[config.mk]
export PLATFORM = sky130hd
export DESIGN_NAME = sra_device_flat
export DESIGN_NICKNAME = d
export VERILOG_FILES = /design/src/shared/sra_pkg.sv /design/src/shared/sra_if.sv /design/src/verilog/sra_device.sv /design/src/flat_wrapper.sv
export SDC_FILE = /design/constraint.sdc
export NUM_CORES = 1
export LEC_CHECK = 0
export BUFFER_PORTS_ARGS = -buffer_cell sky130_fd_sc_hd__buf_2
export CAP_MARGIN = 20
export CORE_MARGIN = 1
export CORE_UTILIZATION = 45
export DETAILED_ROUTE_END_ITERATION = 12
export GPL_TIMING_DRIVEN = 0
export PLACE_DENSITY = 0.63
export SLEW_MARGIN = 15
export SYNTH_ARGS = -nofsm -noshare
export SYNTH_HDL_FRONTEND = slang
export SYNTH_SLANG_ARGS = --single-unit
[constraint.sdc]
create_clock -name CLK_SYS -period 8.1 [get_ports CLK_SYS]
set_clock_uncertainty 0.2 [all_clocks]
set_input_delay 2.43 -clock CLK_SYS [delete_from_list [all_inputs] [get_ports CLK_SYS]]
set_output_delay 2.43 -clock CLK_SYS [all_outputs]
set_load 0.01 [all_outputs]
[src/shared/sra_pkg.sv]
package sra_pkg;

    // ------------------------------------------------------------------
    // Frame layout
    // ------------------------------------------------------------------
    localparam int          ADDR_W          = 15;
    localparam int          HEAD_W          = 16;
    localparam logic [4:0]  HEAD_LAST       = 5'h0F;
    localparam logic [4:0]  DATA_FIRST      = 5'h10;
    localparam logic [2:0]  BYTE_LAST       = 3'h7;
    localparam logic [3:0]  BIT_LAST        = 4'h7;

    // ------------------------------------------------------------------
    // Register offsets
    // ------------------------------------------------------------------
    localparam logic [14:0] ADR_IFACE_SETUP_A = 15'h0000;
    localparam logic [14:0] ADR_OPER_SETUP    = 15'h0002;
    localparam logic [14:0] ADR_PART_CLASS    = 15'h0003;
    localparam logic [14:0] ADR_PART_ID_LO    = 15'h0004;
    localparam logic [14:0] ADR_PART_ID_HI    = 15'h0005;
    localparam logic [14:0] ADR_SILICON_REV   = 15'h0006;
    localparam logic [14:0] ADR_MAKER_ID_LO   = 15'h000C;
    localparam logic [14:0] ADR_MAKER_ID_HI   = 15'h000D;
    localparam logic [14:0] ADR_USER_SETUP    = 15'h0010;
    localparam logic [14:0] ADR_STEP          = 15'h0001;

    // ------------------------------------------------------------------
    // Reset values and fields
    // ------------------------------------------------------------------
    localparam logic [7:0]  RST_IFACE_SETUP_A = 8'h30;
    localparam logic [7:0]  RST_OPER_SETUP    = 8'h00;
    localparam logic [7:0]  RST_USER_SETUP    = 8'h00;
    localparam int          BIT_ADDR_ASCEND   = 5;
    localparam int          BIT_ADDR_ASCEND_M = 2;
    localparam int          BIT_ADDR_HOLD     = 0;

    // ------------------------------------------------------------------
    // Timing
    // ------------------------------------------------------------------
    localparam int          CLK_PERIOD_NS   = 40;
    localparam int          SCLK_HALF_NS    = 320;
    localparam int          HALF_CYCLES     = SCLK_HALF_NS / CLK_PERIOD_NS;
    localparam logic [3:0]  HALF_LAST       = 4'(HALF_CYCLES - 1);

endpackage : sra_pkg

[src/shared/sra_if.sv]
`timescale 1ns/100ps
`default_nettype none

interface sra_if;
    logic sclk;
    logic select_n;
    logic serial_in;
    logic serial_out;
    logic serial_out_oe;
    logic serial_out_line;

    // The undriven output line floats high through a pull-up.
    assign serial_out_line = serial_out_oe ? serial_out : 1'b1;

    modport device (
        input  sclk,
        input  select_n,
        input  serial_in,
        output serial_out,
        output serial_out_oe
    );

    modport host (
        output sclk,
        output select_n,
        output serial_in,
        input  serial_out_line
    );
endinterface : sra_if

`default_nettype wire

[src/verilog/sra_device.sv]
`timescale 1ns/100ps
`default_nettype none

// Operation
// - Traffic counts only while select is low.
// - Sample serial input on rising clock.
// - Works at any serial clock rate well below the system clock, even stopped.
// - Frame is 24 bits, MSB first.
// - First bit one reads, zero writes.
// - Next fifteen bits are the address.
// - Write frame stores last eight bits.
// - Read frame ignores input, shifts register out.
// - Output driven only in read data phase.
// - Wide registers are little-endian.
// - Further bytes stream while select stays low.
// - Address steps up, or down if cleared.
// - Address hold stops streaming address stepping.
// - Host starts no access during calibration; the host only holds off starting one, and a frame already running goes on.
module sra_device
    import sra_pkg::*;
#(
    // Identity values are arbitrary.
    parameter logic [7:0]  PART_CLASS_VAL  = 8'h5A,
    parameter logic [15:0] PART_ID_VAL     = 16'h1234,
    parameter logic [7:0]  SILICON_REV_VAL = 8'h01,
    parameter logic [15:0] MAKER_ID_VAL    = 16'hBEEF
) (
    input  wire logic       CLK_SYS,
    input  wire logic       RESET,
    sra_if.device           LINK,
    output var  logic [7:0] OPERATING_SETUP,
    output var  logic [7:0] INTERFACE_SETUP,
    output var  logic       ACCESS_ACTIVE
);

    typedef enum logic [1:0] {
        ST_IDLE = 2'b00,
        ST_HEAD = 2'b01,
        ST_DATA = 2'b11
    } state_e;

    // ------------------------------------------------------------------
    // Pin synchronisers
    // ------------------------------------------------------------------
    logic [2:0] pin_raw;
    logic [2:0] meta_q;
    logic [2:0] sync_q;
    logic       sclk_prev_q;

    // Flops start at the idle pin levels, so no false edge follows reset.
    localparam logic [2:0] PIN_IDLE = 3'h2;

    assign pin_raw = {LINK.sclk, LINK.select_n, LINK.serial_in};

    for (genvar i = 0; i < 3; i++) begin : g_sync
        always_ff @(posedge CLK_SYS or posedge RESET) begin
            if (RESET) begin
                meta_q[i] <= PIN_IDLE[i];
                sync_q[i] <= PIN_IDLE[i];
            end else begin
                meta_q[i] <= pin_raw[i];
                sync_q[i] <= meta_q[i];
            end
        end
    end

    always_ff @(posedge CLK_SYS or posedge RESET) begin
        if (RESET) begin
            sclk_prev_q <= 1'b0;
        end else begin
            sclk_prev_q <= sync_q[2];
        end
    end

    logic sclk_rise;
    logic sclk_fall;
    logic selected;
    logic si;

    // Edges come from the sampled clock, so any rate down to a halt works.
    assign sclk_rise = sync_q[2] & ~sclk_prev_q;
    assign sclk_fall = ~sync_q[2] & sclk_prev_q;
    assign selected  = ~sync_q[1];
    assign si        = sync_q[0];

    // ------------------------------------------------------------------
    // Register read decode
    // ------------------------------------------------------------------
    logic [7:0] ia_q;
    logic [7:0] ia_d;
    logic [7:0] os_q;
    logic [7:0] os_d;
    logic [7:0] ui_q;
    logic [7:0] ui_d;

    function automatic logic [7:0] read_reg(input logic [14:0] a);
        logic [7:0] v;
        v = 8'h00;
        unique case (a)
            ADR_IFACE_SETUP_A: v = ia_q;
            ADR_OPER_SETUP:    v = os_q;
            ADR_PART_CLASS:    v = PART_CLASS_VAL;
            ADR_PART_ID_LO:    v = PART_ID_VAL[7:0];
            ADR_PART_ID_HI:    v = PART_ID_VAL[15:8];
            ADR_SILICON_REV:   v = SILICON_REV_VAL;
            ADR_MAKER_ID_LO:   v = MAKER_ID_VAL[7:0];
            ADR_MAKER_ID_HI:   v = MAKER_ID_VAL[15:8];
            ADR_USER_SETUP:    v = ui_q;
            default:           v = 8'h00;
        endcase
        return v;
    endfunction : read_reg

    // ------------------------------------------------------------------
    // Frame engine
    // ------------------------------------------------------------------
    state_e      st_q;
    state_e      st_d;
    logic [3:0]  cnt_q;
    logic [3:0]  cnt_d;
    logic [15:0] hdr_q;
    logic [15:0] hdr_d;
    logic        rd_q;
    logic        rd_d;
    logic [14:0] addr_q;
    logic [14:0] addr_d;
    logic [7:0]  din_q;
    logic [7:0]  din_d;
    logic [7:0]  dout_q;
    logic [7:0]  dout_d;
    logic        so_q;
    logic        so_d;
    logic        oe_q;
    logic        oe_d;

    always_comb begin
        logic [14:0] next_a;
        logic [7:0]  byte_in;
        next_a  = 15'h0000;
        byte_in = {din_q[6:0], si};
        st_d    = st_q;
        cnt_d   = cnt_q;
        hdr_d   = hdr_q;
        rd_d    = rd_q;
        addr_d  = addr_q;
        din_d   = din_q;
        dout_d  = dout_q;
        so_d    = so_q;
        oe_d    = oe_q;
        ia_d    = ia_q;
        os_d    = os_q;
        ui_d    = ui_q;
        if (!selected) begin
            // Releasing select mid-frame drops it with no write.
            st_d  = ST_IDLE;
            cnt_d = 4'h0;
            oe_d  = 1'b0;
        end else begin
            unique case (st_q)
                ST_IDLE: begin
                    st_d  = ST_HEAD;
                    cnt_d = 4'h0;
                end
                ST_HEAD: begin
                    if (sclk_rise) begin
                        hdr_d = {hdr_q[14:0], si};
                        cnt_d = cnt_q + 4'h1;
                        if ({1'b0, cnt_q} == HEAD_LAST) begin
                            rd_d   = hdr_q[14];
                            addr_d = {hdr_q[13:0], si};
                            dout_d = read_reg({hdr_q[13:0], si});
                            cnt_d  = 4'h0;
                            st_d   = ST_DATA;
                        end
                    end
                end
                ST_DATA: begin
                    if (sclk_rise) begin
                        din_d = byte_in;
                        cnt_d = cnt_q + 4'h1;
                        if (cnt_q == BIT_LAST) begin
                            cnt_d = 4'h0;
                            if (!rd_q) begin
                                unique case (addr_q)
                                    ADR_IFACE_SETUP_A: ia_d = byte_in;
                                    ADR_OPER_SETUP:    os_d = byte_in;
                                    ADR_USER_SETUP:    ui_d = byte_in;
                                    default:           ;
                                endcase
                            end
                            if (ui_q[BIT_ADDR_HOLD]) begin
                                next_a = addr_q;
                            end else if (ia_q[BIT_ADDR_ASCEND]) begin
                                next_a = addr_q + ADR_STEP;
                            end else begin
                                next_a = addr_q - ADR_STEP;
                            end
                            addr_d = next_a;
                            dout_d = read_reg(next_a);
                        end
                    end else if (sclk_fall && rd_q) begin
                        so_d   = dout_q[7];
                        dout_d = {dout_q[6:0], 1'b0};
                        oe_d   = 1'b1;
                    end
                end
                default: st_d = ST_IDLE;
            endcase
        end
    end

    always_ff @(posedge CLK_SYS or posedge RESET) begin
        if (RESET) begin
            st_q   <= ST_IDLE;
            cnt_q  <= 4'h0;
            hdr_q  <= 16'h0000;
            rd_q   <= 1'b0;
            addr_q <= 15'h0000;
            din_q  <= 8'h00;
            dout_q <= 8'h00;
            so_q   <= 1'b0;
            oe_q   <= 1'b0;
            ia_q   <= RST_IFACE_SETUP_A;
            os_q   <= RST_OPER_SETUP;
            ui_q   <= RST_USER_SETUP;
        end else begin
            st_q   <= st_d;
            cnt_q  <= cnt_d;
            hdr_q  <= hdr_d;
            rd_q   <= rd_d;
            addr_q <= addr_d;
            din_q  <= din_d;
            dout_q <= dout_d;
            so_q   <= so_d;
            oe_q   <= oe_d;
            ia_q   <= ia_d;
            os_q   <= os_d;
            ui_q   <= ui_d;
        end
    end

    // ------------------------------------------------------------------
    // Outputs
    // ------------------------------------------------------------------
    logic act_q;

    always_ff @(posedge CLK_SYS or posedge RESET) begin
        if (RESET) begin
            act_q <= 1'b0;
        end else begin
            act_q <= selected;
        end
    end

    assign LINK.serial_out    = so_q;
    assign LINK.serial_out_oe = oe_q;
    assign OPERATING_SETUP    = os_q;
    assign INTERFACE_SETUP    = ia_q;
    assign ACCESS_ACTIVE      = act_q;

endmodule : sra_device

`default_nettype wire

[src/flat_wrapper.sv]
// flat-port wrapper written by rule: the top's interface ports become plain ports
module sra_device_flat import sra_pkg::*;
#(
                                     
    parameter logic [7:0]  PART_CLASS_VAL  = 8'h5A,
    parameter logic [15:0] PART_ID_VAL     = 16'h1234,
    parameter logic [7:0]  SILICON_REV_VAL = 8'h01,
    parameter logic [15:0] MAKER_ID_VAL    = 16'hBEEF
)
  (CLK_SYS, RESET, OPERATING_SETUP, INTERFACE_SETUP, ACCESS_ACTIVE, LINK_sclk, LINK_select_n, LINK_serial_in, LINK_serial_out, LINK_serial_out_oe);
  sra_if LINK_i ();
  input  wire logic CLK_SYS;
  input  wire logic RESET;
  output var  logic [7:0] OPERATING_SETUP;
  output var  logic [7:0] INTERFACE_SETUP;
  output var  logic ACCESS_ACTIVE;
  input wire logic [$bits(LINK_i.sclk)-1:0] LINK_sclk;
  input wire logic [$bits(LINK_i.select_n)-1:0] LINK_select_n;
  input wire logic [$bits(LINK_i.serial_in)-1:0] LINK_serial_in;
  output wire logic [$bits(LINK_i.serial_out)-1:0] LINK_serial_out;
  output wire logic [$bits(LINK_i.serial_out_oe)-1:0] LINK_serial_out_oe;
  assign LINK_i.sclk = LINK_sclk;
  assign LINK_i.select_n = LINK_select_n;
  assign LINK_i.serial_in = LINK_serial_in;
  assign LINK_serial_out = LINK_i.serial_out;
  assign LINK_serial_out_oe = LINK_i.serial_out_oe;
  sra_device #(.PART_CLASS_VAL(PART_CLASS_VAL), .PART_ID_VAL(PART_ID_VAL), .SILICON_REV_VAL(SILICON_REV_VAL), .MAKER_ID_VAL(MAKER_ID_VAL)) u_core (.CLK_SYS(CLK_SYS), .RESET(RESET), .LINK(LINK_i), .OPERATING_SETUP(OPERATING_SETUP), .INTERFACE_SETUP(INTERFACE_SETUP), .ACCESS_ACTIVE(ACCESS_ACTIVE));
endmodule
==> run metrics <==
final global-route overflow total 0; GP Congestion 0.921; Worst R2R Setup Slack 4.05 ns; total CTS buffers 9; most frequent cells in the layout 82 x dfrtp_1, 54 x nand2_1, 49 x nor2_1; Pwr per Cell Area 175 nW/um2; Cells after Synth 569; # setup viols final 0; Slew @ Worst Pin 0.884 ns; drt drc 0; Seq cells post-synth 86; most common cell after layout, fill and taps aside dfrtp_1; clock transition at the registers of the reported paths 0.07 ns; Post-CTS Hold Buffers 0; ANT nets after route 0; CP Launch Type flop; CP cell instances inv_1 > fa_1 > a211oi_1 > o21ai_0 > a211oi_1 > and3_1 > nand2b_1 > o22ai_1 > nand4_1 > a21oi_1; total wire length 14300 um; Seq/Total Area, Yosys 40.2%; die area 12400 um2; P_leak 2.75 nW; Worst Path Max Fanout 17; Yosys cell types 81; Die Wd 111 um; core area 11500 um2; placed cell count 736; FP Rows 39; Setup CP Type reg2reg; maximum clock path buffer count 2; yosys warns 0; total track usage 24.1%; status completed; synth top area cells dfrtp_1 38%, mux2_2 9.2%, a21oi_1 4.3%; DR vias/cell 6.12; Setup TNS 0 ns; HP Class reg2reg; min-delay src u_core.meta_q[2]; asr flop ratio synth 100%; postcts setup bufs 0; initial core utilization 46.6%; 1st-iter DRT viols 415; EDFF count, synth 0; hold depth 0; worst r2r src u_core.INTERFACE_SETUP[5]; number of global-route vias before repair 4364; CP Data Required Time 8.16 ns; Synth Area per Inst 9.44 um2; most used cell, CP a211oi_1; dpl hpwl 10600 um; min cycle time layout 4.05 ns; slowest CP cell dfstp_2; Pre-antenna DRT Iters 6; worst hold endpoint u_core.sync_q[2]; layout cells sized above 1 19.0%; Crit path arrival time 4.11 ns; IO Pins 24; fin crit share 50.0%; # resized after CTS 0; level count of the clock H-tree 3; Wirelength per Cell 19.1 um; CP peak stage delay 0.63 ns; RSZ-0062 raised after global routing false; CTS tree done; FILL cells 1090; non-filler instance count after layout 752; relative slew slack 40.6%; IO Port Bufs 23; Main synth FF type dfrtp_1; first-pass GRT wire length 23200 um; Final Hold Fails 0; Setup crit end kind flop; worst-skew pair later-pin latency 0.34 ns; Ant. Diodes 0; Max Fclk 247 MHz; max cap viols 0; initial antenna violation count 0; pin count of the biggest net entering global routing 53; Reg2Reg Depth 10; area grow syn2layout 12.2%; Hold WS 0.150 ns; routed vias 4604; post-synthesis instance area 5370 um2; Tot Pwr 1.06 mW; Synth top area share 38.2%; fin nets 624; clk root buf clkbuf_16; Die Y 111 um; Sinks on Clock Net 86; Syn Nets 589; r2r endpoint u_core.dout_q[2]; Yosys top cell by area dfrtp_1; max-slew violation count 0; Max VDD drop 122 uV
[cell families (layout without fill, tap and decap cells)]
kind of cell	after synthesis	after routing	share of synthesized area, %
and+or+nand+nor	178	178	16.3
adders and majority gates	15	15	3.64
DFF	86	86	40.2
buffers and inverters	41	81	3.43
xor gates and xnor gates	11	11	1.79
muxes	55	55	11.3
AOI/OAI and AO/OA	183	183	23.4
[cells in the mapped netlist, types with 3 or more instances]
cell type,number
a21oi_1,46
nand4_1,5
nor3b_1,3
and2_1,5
nand3_1,10
o21ai_0,39
a222oi_1,3
clkbuf_1,16
dfstp_2,4
dfrtp_1,82
xnor2_1,8
a22oi_1,5
buf_2,6
nand2_1,54
nor2_1,49
nor4_1,3
and4_1,3
o211ai_1,8
ha_1,14
o21a_1,6
xor2_1,3
mux2_2,44
a32oi_1,4
o22ai_1,9
a211oi_1,7
a221oi_1,5
nand2b_1,6
mux2i_1,11
nand3b_1,3
nor3_1,12
a31oi_1,4
o22a_1,3
o211a_1,3
a21o_1,7
inv_1,13
nor2b_1,8
[sequential cells by signal, summed over array words and instances (netlist names), 2 cells and up]
register,flops
u_core.INTERFACE_SETUP,8
u_core.OPERATING_SETUP,8
u_core.addr_q,15
u_core.cnt_q,4
u_core.din_q,7
u_core.dout_q,8
u_core.hdr_q,15
u_core.meta_q,3
u_core.st_q,2
u_core.sync_q,2
u_core.ui_q,8
[worst max-delay path by stage]
| stage | start | to | slack [ns] | depth (start not counted) |
|---|---|---|---|---|
| floorplan | RESET | u_core.ACCESS_ACTIVE | 3.25 | 1 |
| global placement | RESET | u_core.addr_q[2] | 2.30 | 2 |
| detailed placement | u_core.INTERFACE_SETUP[5] | u_core.dout_q[3] | 4.15 | 10 |
| CTS | u_core.INTERFACE_SETUP[5] | u_core.dout_q[2] | 4.11 | 10 |
| global route | u_core.INTERFACE_SETUP[5] | u_core.dout_q[2] | 3.81 | 10 |
| finish | u_core.INTERFACE_SETUP[5] | u_core.dout_q[2] | 4.05 | 10 |
[where the power goes]
part           total (mW)  internal [mW]  switching [mW]
Combinational       0.137         0.0486          0.0880
Sequential          0.457          0.442          0.0153
Clock               0.463          0.281           0.182
Total                1.06          0.771           0.286
[metrics by stage]
step / utilization [%] / area (um2) / setup WS (ns)
floorplan: - / 5370 / 3.25
global placement: 49.2 / 5660 / 2.30
detailed placement: 49.4 / 5690 / 4.15
CTS: 52.3 / 6020 / 4.11
global route: 52.3 / 6020 / 3.81
finish: 52.3 / 6020 / 4.05
[layout make-up]
class | count | area [um2] | area share, %
Buffer | 28 | 135 | 2.24
Inverter | 13 | 51.3 | 0.852
Sequential cell | 86 | 2160 | 35.8
Clock buffer | 10 | 239 | 3.97
Clock inverter | 6 | 92.6 | 1.54
Timing Repair Buffer | 24 | 143 | 2.37
Multi-Input combinational cell | 442 | 3030 | 50.3
Tap cell | 143 | 179 | 2.97
[worst max-delay path, delay by kind of cell (launching register included)]
family | cells | cell delay, ns
AND/OR/NAND/NOR | 3 | 0.62
AO/OA/AOI/OAI | 5 | 1.49
buffers and inverters | 1 | 0.38
adder cells (fa/ha/maj) | 1 | 0.63
flip-flops | 1 | 0.63
[metal layers]
layer	global-route usage (%)	up-vias	wire length [um]
met3	3.94	24	689
li1	-	2188	-
met1	35.4	2241	7070
met4	8.38	0	285
met2	35.8	151	6290
met5	0	-	0
Power figures use the tool's default switching activity.
